**config.mk**
```make
export PLATFORM = sky130hd
export DESIGN_NAME = stacked_cmd_handler
export DESIGN_NICKNAME = d
export VERILOG_FILES = /design/src/stacked_cmd_pkg.sv /design/src/byte_stream_if.sv /design/src/stacked_cmd_handler.sv /design/src/reply_fifo.sv
export VERILOG_INCLUDE_DIRS = /design/src
export SDC_FILE = /design/constraint.sdc
export NUM_CORES = 1
export LEC_CHECK = 0
export BUFFER_PORTS_ARGS = -buffer_cell sky130_fd_sc_hd__buf_2
export CORE_MARGIN = 5
export CORE_UTILIZATION = 55
export DETAILED_ROUTE_END_ITERATION = 10
export HOLD_SLACK_MARGIN = 0.03
export PLACE_DENSITY = 0.76
export SETUP_SLACK_MARGIN = 0.05
export SLEW_MARGIN = 40
export SYNTH_ARGS = -nofsm -noshare
export SYNTH_HDL_FRONTEND = slang
export SYNTH_SLANG_ARGS = --single-unit
```
**constraint.sdc**
```tcl
create_clock -name clk -period 6.7 [get_ports clk]
set_clock_uncertainty 0.15 [all_clocks]
set_input_delay 0.335 -clock clk [delete_from_list [all_inputs] [get_ports clk]]
set_output_delay 0.335 -clock clk [all_outputs]
set_load 0.01 [all_outputs]
```
**src/stacked_cmd_defs.svh**
```systemverilog
// constants used by the stacked command handler; its reply buffer uses none of them
// assumes: included by bare name from every file that needs a number
`ifndef STACKED_CMD_DEFS_SVH
`define STACKED_CMD_DEFS_SVH

// ---------------------------------------------------------------
// command and reply identifiers
// ---------------------------------------------------------------
`define ID_PENDING_REPLY    16'h0805
`define ID_MULTI_READ_REQ   16'h0806
`define ID_MULTI_READ_REP   16'h0807
`define ID_MULTI_WRITE_REQ  16'h0808
`define ID_MULTI_WRITE_REP  16'h0809

// ---------------------------------------------------------------
// entry layout in bytes from the entry start, then byte offsets in the written-length field
// ---------------------------------------------------------------
`define ENTRY_ADDR_LAST     4'd7
`define ENTRY_LEN_LO_OFS    4'd10
`define ENTRY_LEN_HI_OFS    4'd11
`define ENTRY_HDR_LAST      4'd11
`define WLEN_RSV_LAST       2'd1
`define WLEN_LO_OFS         2'd2
`define WLEN_HI_OFS         2'd3

// ---------------------------------------------------------------
// reply status codes
// ---------------------------------------------------------------
`define STATUS_OK           16'h0000
`define STATUS_BAD_CMD      16'h0001
`define STATUS_BAD_LEN      16'h0002
`define STATUS_ACCESS_ERR   16'h0003

// ---------------------------------------------------------------
// timing
// ---------------------------------------------------------------
`define CLK_PERIOD_NS       100
`define NS_PER_MS           1000000
`define MS_CYCLES           (`NS_PER_MS / `CLK_PERIOD_NS)
`define MAX_RESP_MS         100

`endif

```
**src/stacked_cmd_pkg.sv**
```systemverilog
// types of the stacked command handler
// assumes: compiled before every module of the block
package stacked_cmd_pkg;

  typedef enum logic [2:0] {
    ST_IDLE  = 3'b000,
    ST_HDR   = 3'b001,
    ST_RD    = 3'b010,
    ST_WLOAD = 3'b011,
    ST_WMEM  = 3'b100,
    ST_WLEN  = 3'b101,
    ST_DRAIN = 3'b110,
    ST_DONE  = 3'b111
  } handler_state_t;

endpackage

```
**src/byte_stream_if.sv**
```systemverilog
// valid/ready byte stream joining the handler to its reply buffer
// assumes: one clock domain, transfer when valid and ready are both high
`timescale 1ns/1ps

interface byte_stream_if #(parameter int WIDTH = 8);
  logic             valid;
  logic             ready;
  logic [WIDTH-1:0] data;

  modport fill  (output valid, output data, input ready);
  modport drain (input valid, input data, output ready);
endinterface

```
**src/stacked_cmd_handler.sv**
```systemverilog
// multi-block read/write request executor with more-time replies
// assumes: payload bytes arrive after cmd_start, register map answers on clk
`timescale 1ns/1ps
`include "stacked_cmd_defs.svh"
//
// Behaviour
// - slow command sends more-time reply with tag
// - more-time replies may repeat back to back
// - read entry count comes from packet size
// - read entry is address, reserved, length; 12 bytes
// - read data packed back to back
// - short read sets failure status
// - no read entries after a failure
// - read reply carries only good data
// - addresses and lengths are byte granular
// - write entries walked until size used up
// - write entry header then data bytes
// - write payload size from common header length
// - writes in order, skip rest on error
// - written length reported for every entry

module stacked_cmd_handler
  import stacked_cmd_pkg::*;
#(
  parameter int unsigned RESP_CYCLES = `MAX_RESP_MS * `MS_CYCLES,
  parameter int unsigned MS_CYCLES   = `MS_CYCLES,
  parameter int          FIFO_DEPTH  = 16
) (
  input  wire logic        clk,
  input  wire logic        rst_b,
  input  wire logic        cmd_start,
  input  wire logic [15:0] cmd_id,
  input  wire logic [15:0] cmd_tag,
  input  wire logic [15:0] cmd_len,
  input  wire logic        in_valid,
  input  wire logic [7:0]  in_data,
  output logic             in_ready,
  output logic             mem_req,
  output logic             mem_we,
  output logic [63:0]      mem_addr,
  output logic [7:0]       mem_wdata,
  input  wire logic        mem_ack,
  input  wire logic        mem_err,
  input  wire logic [7:0]  mem_rdata,
  input  wire logic [15:0] more_time_ms,
  output logic             pend_valid,
  output logic [15:0]      pend_tag,
  output logic [31:0]      pend_payload,
  output logic             out_valid,
  output logic [7:0]       out_data,
  input  wire logic        out_ready,
  output logic             reply_done,
  output logic [15:0]      reply_id,
  output logic [15:0]      reply_tag,
  output logic [15:0]      reply_status,
  output logic [15:0]      reply_len
);

  // ---------------------------------------------------------------
  // state
  // ---------------------------------------------------------------
  handler_state_t state_reg;
  handler_state_t state_next;
  logic        write_reg;
  logic        skip_reg;
  logic [15:0] id_reg;
  logic [15:0] tag_reg;
  logic [15:0] rem_reg;
  logic [3:0]  hcnt_reg;
  logic [63:0] addr_reg;
  logic [15:0] elen_reg;
  logic [15:0] done_reg;
  logic [15:0] wcnt_reg;
  logic [1:0]  widx_reg;
  logic [7:0]  wdata_reg;
  logic [15:0] status_reg;
  logic [15:0] rlen_reg;
  logic [31:0] busy_cnt_reg;
  logic [31:0] limit_reg;
  logic        pend_reg;
  logic [15:0] pend_ms_reg;

  byte_stream_if #(.WIDTH(8)) push_if ();
  byte_stream_if #(.WIDTH(8)) pop_if ();

  reply_fifo #(.WIDTH(8), .DEPTH(FIFO_DEPTH)) u_fifo (
    .clk   (clk),
    .rst_b (rst_b),
    .push  (push_if.drain),
    .pop   (pop_if.fill)
  );

  // ---------------------------------------------------------------
  // decode
  // ---------------------------------------------------------------
  wire is_read     = (cmd_id == `ID_MULTI_READ_REQ);
  wire is_write    = (cmd_id == `ID_MULTI_WRITE_REQ);
  wire entry_full  = (done_reg == elen_reg);
  wire last_byte   = (rem_reg == 16'h0001);
  wire take        = in_valid && in_ready;
  wire hdr_last    = (hcnt_reg == `ENTRY_HDR_LAST);
  wire rd_good     = (state_reg == ST_RD) && mem_ack && !mem_err;
  wire rd_bad      = (state_reg == ST_RD) && mem_ack && mem_err;
  wire wr_good     = (state_reg == ST_WMEM) && mem_ack && !mem_err;
  wire wr_bad      = (state_reg == ST_WMEM) && mem_ack && mem_err;
  wire wlen_push   = (state_reg == ST_WLEN) && push_if.ready;
  wire busy        = (state_reg != ST_IDLE);
  wire pend_fire   = busy && (busy_cnt_reg >= limit_reg - 32'd1);
  wire [31:0] half_ms_cycles = (32'(pend_ms_reg) * MS_CYCLES) >> 1;

  // length field of the write reply: two zero bytes then count, low byte first
  wire [7:0] wlen_byte = (widx_reg <= `WLEN_RSV_LAST) ? 8'h00 :
                         (widx_reg == `WLEN_LO_OFS) ? wcnt_reg[7:0] : wcnt_reg[15:8];

  assign in_ready = (state_reg == ST_HDR) || (state_reg == ST_DRAIN) ||
                    ((state_reg == ST_WLOAD) && !entry_full && rem_reg != 16'h0000);
  // a read is requested only with room for its byte, so its push never stalls
  assign mem_req  = ((state_reg == ST_RD) && !entry_full && push_if.ready) ||
                    ((state_reg == ST_WMEM) && !skip_reg);
  assign mem_we   = (state_reg == ST_WMEM);
  assign mem_addr = addr_reg;
  assign mem_wdata = wdata_reg;

  assign push_if.valid = rd_good || (state_reg == ST_WLEN);
  assign push_if.data  = (state_reg == ST_WLEN) ? wlen_byte : mem_rdata;
  assign out_valid     = pop_if.valid;
  assign out_data      = pop_if.data;
  assign pop_if.ready  = out_ready;

  assign reply_done   = (state_reg == ST_DONE);
  assign reply_id     = id_reg;
  assign reply_tag    = tag_reg;
  assign reply_status = status_reg;
  assign reply_len    = rlen_reg;
  assign pend_valid   = pend_reg;
  assign pend_tag     = tag_reg;
  assign pend_payload = {pend_ms_reg, 16'h0000};

  // ---------------------------------------------------------------
  // sequencing
  // ---------------------------------------------------------------
  always_comb begin
    state_next = state_reg;
    case (state_reg)
      ST_IDLE: begin
        if (cmd_start) begin
          if (!is_read && !is_write) state_next = (cmd_len == 16'h0000) ? ST_DONE : ST_DRAIN;
          else state_next = (cmd_len == 16'h0000) ? ST_DONE : ST_HDR;
        end
      end
      ST_HDR: begin
        if (take && last_byte && !hdr_last) state_next = ST_DONE;
        else if (take && hdr_last) state_next = write_reg ? ST_WLOAD : ST_RD;
      end
      ST_RD: begin
        if (rd_bad) state_next = (rem_reg == 16'h0000) ? ST_DONE : ST_DRAIN;
        else if (entry_full) state_next = (rem_reg == 16'h0000) ? ST_DONE : ST_HDR;
      end
      ST_WLOAD: begin
        if (entry_full || rem_reg == 16'h0000) state_next = ST_WLEN;
        else if (take && !skip_reg) state_next = ST_WMEM;
      end
      ST_WMEM: begin
        if (skip_reg || mem_ack) state_next = ST_WLOAD;
      end
      ST_WLEN: begin
        if (wlen_push && widx_reg == `WLEN_HI_OFS) begin
          state_next = (rem_reg == 16'h0000) ? ST_DONE : ST_HDR;
        end
      end
      ST_DRAIN: begin
        if (rem_reg == 16'h0000 || (take && last_byte)) state_next = ST_DONE;
      end
      default: state_next = ST_IDLE;
    endcase
  end

  always_ff @(posedge clk or negedge rst_b) begin
    if (!rst_b) state_reg <= ST_IDLE;
    else state_reg <= state_next;
  end

  // command context and payload accounting
  always_ff @(posedge clk or negedge rst_b) begin
    if (!rst_b) begin
      write_reg <= 1'b0;
      id_reg    <= 16'h0000;
      tag_reg   <= 16'h0000;
      rem_reg   <= 16'h0000;
    end else if (state_reg == ST_IDLE && cmd_start) begin
      write_reg <= is_write;
      id_reg    <= cmd_id | 16'h0001;
      tag_reg   <= cmd_tag;
      rem_reg   <= cmd_len;
    end else if (take) begin
      rem_reg   <= rem_reg - 16'h0001;
    end
  end

  // entry header capture: address low byte first, then reserved, then length
  always_ff @(posedge clk or negedge rst_b) begin
    if (!rst_b) begin
      hcnt_reg <= 4'h0;
      elen_reg <= 16'h0000;
    end else if (state_reg == ST_IDLE) begin
      hcnt_reg <= 4'h0;
    end else if (state_reg == ST_HDR && take) begin
      hcnt_reg <= hdr_last ? 4'h0 : hcnt_reg + 4'h1;
      if (hcnt_reg == `ENTRY_LEN_LO_OFS) elen_reg[7:0] <= in_data;
      if (hcnt_reg == `ENTRY_LEN_HI_OFS) elen_reg[15:8] <= in_data;
    end
  end

  always_ff @(posedge clk or negedge rst_b) begin
    if (!rst_b) begin
      addr_reg <= 64'h0000_0000_0000_0000;
    end else if (state_reg == ST_HDR && take && hcnt_reg <= `ENTRY_ADDR_LAST) begin
      addr_reg <= {in_data, addr_reg[63:8]};
    end else if (rd_good || wr_good) begin
      addr_reg <= addr_reg + 64'h1;
    end
  end

  // progress within one entry
  always_ff @(posedge clk or negedge rst_b) begin
    if (!rst_b) begin
      done_reg  <= 16'h0000;
      wcnt_reg  <= 16'h0000;
      widx_reg  <= 2'b00;
      wdata_reg <= 8'h00;
    end else if (state_reg == ST_HDR) begin
      done_reg  <= 16'h0000;
      wcnt_reg  <= 16'h0000;
      widx_reg  <= 2'b00;
    end else begin
      if (rd_good) done_reg <= done_reg + 16'h0001;
      if (state_reg == ST_WLOAD && take) begin
        done_reg  <= done_reg + 16'h0001;
        wdata_reg <= in_data;
      end
      if (wr_good) wcnt_reg <= wcnt_reg + 16'h0001;
      if (wlen_push) widx_reg <= widx_reg + 2'b01;
    end
  end

  // outcome: an access error stops further accesses; a later cut entry header still overwrites it with bad length
  always_ff @(posedge clk or negedge rst_b) begin
    if (!rst_b) begin
      status_reg <= `STATUS_OK;
      skip_reg   <= 1'b0;
      rlen_reg   <= 16'h0000;
    end else if (state_reg == ST_IDLE) begin
      if (cmd_start) begin
        status_reg <= (is_read || is_write) ? `STATUS_OK : `STATUS_BAD_CMD;
        skip_reg   <= 1'b0;
        rlen_reg   <= 16'h0000;
      end
    end else begin
      if (push_if.valid && push_if.ready) rlen_reg <= rlen_reg + 16'h0001;
      if (rd_bad || wr_bad) begin
        status_reg <= `STATUS_ACCESS_ERR;
        skip_reg   <= 1'b1;
      end else if (state_reg == ST_HDR && take && last_byte && !hdr_last) begin
        status_reg <= `STATUS_BAD_LEN;
      end else if (state_reg == ST_WLOAD && !entry_full && rem_reg == 16'h0000 &&
                   status_reg == `STATUS_OK) begin
        status_reg <= `STATUS_BAD_LEN;
        skip_reg   <= 1'b1;
      end
    end
  end

  // ---------------------------------------------------------------
  // more-time replies
  // ---------------------------------------------------------------
  // fire at half of the timeout the host currently holds, leaving margin for
  // the reply to cross the link before that timeout runs out
  always_ff @(posedge clk or negedge rst_b) begin
    if (!rst_b) begin
      busy_cnt_reg <= 32'h0000_0000;
      limit_reg    <= 32'h0000_0001;
      pend_reg     <= 1'b0;
      pend_ms_reg  <= 16'h0000;
    end else begin
      pend_reg <= pend_fire;
      if (!busy) begin
        busy_cnt_reg <= 32'h0000_0000;
        limit_reg    <= (RESP_CYCLES > 32'd1) ? (RESP_CYCLES >> 1) : 32'd1;
        pend_ms_reg  <= more_time_ms;
      end else if (pend_fire) begin
        busy_cnt_reg <= 32'h0000_0000;
        // a floor of two keeps back to back replies at least two cycles apart
        limit_reg    <= (half_ms_cycles < 32'd2) ? 32'd2 : half_ms_cycles;
      end else begin
        busy_cnt_reg <= busy_cnt_reg + 32'h0000_0001;
      end
    end
  end
endmodule

```
**src/reply_fifo.sv**
```systemverilog
// flop based fifo for reply payload bytes
// assumes: push side honours ready, pop side may stall at will
`timescale 1ns/1ps

module reply_fifo #(
  parameter int WIDTH = 8,
  parameter int DEPTH = 16
) (
  input  wire logic    clk,
  input  wire logic    rst_b,
  byte_stream_if.drain push,
  byte_stream_if.fill  pop
);
  localparam int AW = $clog2(DEPTH);

  logic [WIDTH-1:0] mem_reg [DEPTH];
  logic [AW-1:0]    wr_ptr_reg;
  logic [AW-1:0]    rd_ptr_reg;
  logic [AW:0]      count_reg;

  wire full   = (count_reg == (AW+1)'(DEPTH));
  wire empty  = (count_reg == '0);
  wire do_wr  = push.valid && !full;
  wire do_rd  = pop.ready && !empty;
  wire wr_end = (wr_ptr_reg == AW'(DEPTH - 1));
  wire rd_end = (rd_ptr_reg == AW'(DEPTH - 1));

  assign push.ready = !full;
  assign pop.valid  = !empty;
  assign pop.data   = mem_reg[rd_ptr_reg];

  always_ff @(posedge clk) begin
    if (do_wr) begin
      mem_reg[wr_ptr_reg] <= push.data;
    end
  end

  always_ff @(posedge clk or negedge rst_b) begin
    if (!rst_b) begin
      wr_ptr_reg <= '0;
      rd_ptr_reg <= '0;
      count_reg  <= '0;
    end else begin
      if (do_wr) wr_ptr_reg <= wr_end ? '0 : wr_ptr_reg + 1'b1;
      if (do_rd) rd_ptr_reg <= rd_end ? '0 : rd_ptr_reg + 1'b1;
      if (do_wr && !do_rd) count_reg <= count_reg + 1'b1;
      else if (do_rd && !do_wr) count_reg <= count_reg - 1'b1;
    end
  end
endmodule

```
Word-level counts from Yosys, hierarchy flattened
Memories as Yosys holds them, arrays and structs flattened. Cells that the tools add are included.

Equal/unequal tests: 27. Bitwise operators: 2. Reductions and logical operators: 76. Order comparisons: 4. Muxes and demuxes: 59. Multipliers: 1. $add $sub $neg: 13.

Operators by type and width (count): $mux W16 (15); $mux W32 (4); $mux W64 (2); $add A64 B1 Y64 const B (1); $add A16 B1 Y16 const B (3); $logic_not A16 Y1 (3); $mux W3 (13); $add A32 B1 Y32 const B (1); $eq A16 B12 Y1 const B (2); $ge A32 B32 Y1 (1); $logic_and A1 B1 Y1 (32); $sub A32 B1 Y32 const B (1); $lt A29 B2 Y1 const B (1); $mux W29 (1); $mul A16 B10 Y26 const B (1); $mux W8 (3); $pmux W3 S7 (1); $mux W4 (5); $eq A16 B1 Y1 const B (1); $eq A16 B16 Y1 (1); $eq A4 B4 Y1 const B (4); $reduce_bool A16 Y1 (1); $sub A16 B1 Y16 const B (1); $reduce_bool A2 Y1 (7); 27 further kinds (77).

Logic and storage cells: 206. Bits in writable memories: 128. Register bits: 305. Bits of input ports: 87. Memories kept: 1. Output and inout bits: 198.

Memory list: u_fifo.mem_reg (depth 16, width 8, rd ports 1, clocked after Yosys merged registers in 0, write ports 1, line reply_fifo.sv:16) `logic [WIDTH-1:0] mem_reg [DEPTH];`.

Depth between registers and ports, before layout
Depth in word-level cells: 12. Mapped depth: 21.

Hierarchy
From an unflattened synthesis, not the netlist that was laid out.

Cells, all modules: 2302. Area, all modules: 23511.3 um^2.

By module, submodules not included: stacked_cmd_handler (cells each 1998, seq. area each 6857.8 um^2, area an instance 17728.3 um^2, instances 1); reply_fifo (cells each 304, seq. area each 4169.0 um^2, area an instance 5783.0 um^2, instances 1).

Worst setup path before layout
Ideal clock, no wire load.

Path type: register to register. Start point: register pend_ms_reg[8]. End point: register limit_reg[5]. Data required time: 6405 ps. Stages on the path, launching flop included: 20. Clock period less this slack: 5306 ps. Setup time: 145 ps. Data arrival time: 5011 ps. Path slack: 1394 ps. Cell sequence: dfrtp_1 inv_1 fa_1 inv_1 ha_1 fa_1 ha_1 inv_1 fa_1 inv_1 ha_1 clkbuf_1 inv_1 a2111oi_0 o211ai_1 a2111oi_0 o2111ai_1 a2111oi_0 and4b_1 o211ai_1.

Longest elaborated chain between the ends: 5.

RTL lines: start, declared (line stacked_cmd_handler.sv:81) `logic [15:0] pend_ms_reg;`; start signal, assigned (line stacked_cmd_handler.sv:289) `pend_ms_reg <= more_time_ms;`; $mul A16 B10 Y26 (line stacked_cmd_handler.sv:109) `wire [31:0] half_ms_cycles = (32'(pend_ms_reg) * MS_CYCLES) >> 1;`; $lt A29 B2 Y1 (line stacked_cmd_handler.sv:293) `limit_reg <= (half_ms_cycles < 32'd2) ? 32'd2 : half_ms_cycles;`; $mux W29 (line stacked_cmd_handler.sv:293); $mux W32 (line stacked_cmd_handler.sv:290) `end else if (pend_fire) begin`; $mux W32 (line stacked_cmd_handler.sv:286) `if (!busy) begin`; end signal, assigned (line stacked_cmd_handler.sv:288) `limit_reg <= (RESP_CYCLES > 32'd1) ? (RESP_CYCLES >> 1) : 32'd1;`; end signal, assigned (line stacked_cmd_handler.sv:293); end, declared (line stacked_cmd_handler.sv:79) `logic [31:0] limit_reg;`.

Every way passes these cells. The select of a mux whose other input is x is not followed. A chain may end at the register's enable or synchronous reset.

Final worst setup path
Start point: register pend_ms_reg[5]. End point: register limit_reg[5].

The elaborated chain is that of the path after synthesis.

==> flow_metrics.py <==
metrics = {
    "timing": {
        "fin_crit_sh_pct": 89.8,
        "worstMarginPinSlew_ns": 0.857,
        "hold_viol": 0,
        "slew_violations": 0,
        "fin_tns_setup_ns": 0,
        "fmax_mhz": 166,
        "setup_viol": 0,
        "period_minus_slack_ns": 6.02,
        "max_slew_margin_pct": 42.7,
        "rsz0062_at_grt": "false",
    },
    "cells_and_area": {
        "syn2layout_area_growth_pct": 16.9,
        "largest_reg_flops": 128,
        "drive_gt1_share_pct": 16.4,
        "design_area_um2": 27600,
        "nNetsFinal": 2896,
    },
    "outcome": {
        "outcome": "finished clean",
    },
    "die": {
        "die_h_um": 217,
        "die_area_um2": 47200,
        "io_pins": 285,
        "coreArea_um2": 42800,
        "die_x_um": 217,
        "start_util_pct": 55.2,
        "num_rows": 76,
    },
    "drt": {
        "first_pass_iters": 8,
        "first_iter_violations": 1411,
        "wl_um": 60900,
        "via_count": 18600,
        "drc": 0,
        "ant_nets": 0,
        "wl_per_cell_um": 18.9,
        "vias_per_cell": 5.77,
    },
    "placed_design": {
        "place_hpwl_um": 42600,
        "place_congestion": 0.883,
        "numPortBuffers": 254,
        "place_area_um2": 25300,
    },
    "yosys": {
        "syn_area_um2": 23600,
        "synth-async-reset-ratio_pct": 69.2,
        "yosysUniqueCellTypes": 83,
        "synth_area_per_cell_um2": 10.0,
        "synth_ff_type": "dfrtp_1",
        "ys_seq_area_share_pct": 46.7,
        "yosysTopAreaCellShare_pct": 30.3,
        "synthCells": 2354,
        "ys_top_cells_by_area": "dfrtp_1, edfxtp_1, ha_1",
        "synth_edf_count": 128,
        "synth_seq_cells": 415,
        "yosysWarnings": 0,
        "yosys.area.top_type": "dfrtp_1",
    },
    "clocking": {
        "numCtsBuffers": 45,
        "clock_latency_ns": 0.59,
        "post-cts-setup-buffer-count": 0,
        "cts_sinks": 415,
        "cts_tree": "yes",
        "cts_root_buf": "clkbuf_16",
        "h-tree-depth": 2,
        "post_cts_resized": 0,
        "clock_path_buffers": 3,
        "path_clk_slew_ns": 0.06,
    },
    "critical_path": {
        "critPathLaunchType": "register",
        "crit_fanout": 6,
        "worstSetupPathType": "register to register",
        "arrival_ns": 6.27,
        "cp_data_required_time_ns": 6.95,
        "crit_path_end_kind": "register",
    },
    "flow_run": {
        "drv_cap": 0,
    },
    "global_route": {
        "grt-ovfl-total": 0,
        "grt_pass1_wl_um": 99500,
        "grt_usage_pct": 25.7,
        "grt_pass1_vias": 18900,
        "grt_max_degree": 153,
        "antenna_found_initial": 2,
    },
    "min_path": {
        "min_path_type": "input pin to register",
    },
}
cell families (layout without fill, tap and decap cells):
logic type / Yosys count / count (layout) / synth area share, %
compound gates: 382 / 382 / 10.2
xor+xnor: 166 / 166 / 6.16
fa+ha+maj: 164 / 164 / 9.82
buf+inv: 267 / 567 / 5.08
flops: 415 / 415 / 46.7
mux: 85 / 85 / 4.62
other cells: 1 / 32 / 0.0159
simple gates: 874 / 874 / 17.4
layout by cell type (no fill, tap or decap), types with 66 or more instances in the layout:
master	instances
inv_1	136
xnor2_1	69
dfrtp_1	284
nand2_1	346
o21ai_0	141
buf_2	253
ha_1	127
dlygate4sd3_1	75
a21oi_1	66
nor2_1	185
xor2_1	97
nand3_1	89
edfxtp_1	128
final timing paths:
path / cells after the start / from / endpoint / slack (ns)
worst max-delay path: 20 / pend_ms_reg[5] / limit_reg[5] / 0.68
worst min-delay path: 4 / cmd_start / reply_status[0] / 0.07
worst max register to register: 20 / pend_ms_reg[5] / limit_reg[5] / 0.68
worst min register to register: 1 / reply_id[0] / reply_id[0] / 0.33
max in group asynchronous: 4 / rst_b / pend_tag[5] / 5.00
min in group asynchronous: 2 / rst_b / mem_addr[22] / 0.15
cell usage after synthesis, types with 36 or more instances:
master	instances
nand2_1	347
dfrtp_1	286
nor2_1	190
o21ai_0	149
inv_1	136
edfxtp_1	128
ha_1	127
xor2_1	97
nand3_1	89
clkbuf_1	70
xnor2_1	69
a21oi_1	67
nand4_1	52
buf_4	46
mux2i_1	38
nor3_1	37
fa_1	36
through the flow:
| step | utilization [%] | std cells | setup WS [ns] | hold slack [ns] |
|---|---|---|---|---|
| 6_report | 64.5 | 3231 | 0.683 | 0.0739 |
| 5_1_grt | 64.5 | 3231 | 0.284 | 0.103 |
| 3_3_place_gp | 58.8 | 3066 | 0.782 | 0.163 |
| 3_5_place_dp | 59.0 | 3069 | 0.658 | 0.167 |
| 4_1_cts | 64.4 | 3228 | 0.652 | 0.0431 |
| 2_1_floorplan | - | 2383 | 1.39 | -0.111 |
critical path, cell delays in order, from the launching register on:
cell and delay, ns:
dfrtp_1 0.41, inv_1 0.16, fa_1 0.52, inv_1 0.04, ha_1 0.26, inv_1 0.05
fa_1 0.52, inv_1 0.04, ha_1 0.26, inv_1 0.05, fa_1 0.49, inv_1 0.04
ha_1 0.38, o211ai_1 0.17, o21ai_0 0.44, nand2_1 0.15, a2111oi_0 0.58, o2111ai_1 0.21
a2111oi_0 0.37, and4b_1 0.40, o211ai_1 0.14
layer usage:
metal / share of wire (%) / global-route usage (%) / vias up
met5: 0 / 0 / -
met4: 2.0 / 6.30 / 0
li1: - / - / 8815
met3: 6.0 / 4.79 / 91
met2: 49 / 43.5 / 574
met1: 43 / 34.6 / 9155
what timing repair did:
action,in CTS,in global routing
hold endpoints to repair,159,0
hold buffers,75,0
setup endpoints to repair,0,0
cell type report:
type / count / area (um2)
Antenna cell: 2 / 5.00
Clock buffer: 62 / 1270
Clock inverter: 22 / 264
Fill cell: 3329 / 15200
Inverter: 136 / 510
Multi-Input combinational cell: 1701 / 11600
Sequential cell: 415 / 11000
Tap cell: 546 / 683
Timing Repair Buffer: 347 / 2220
Power is not shown: default switching activity piles up to over one toggle a cycle in this logic, so the estimate is an artifact.
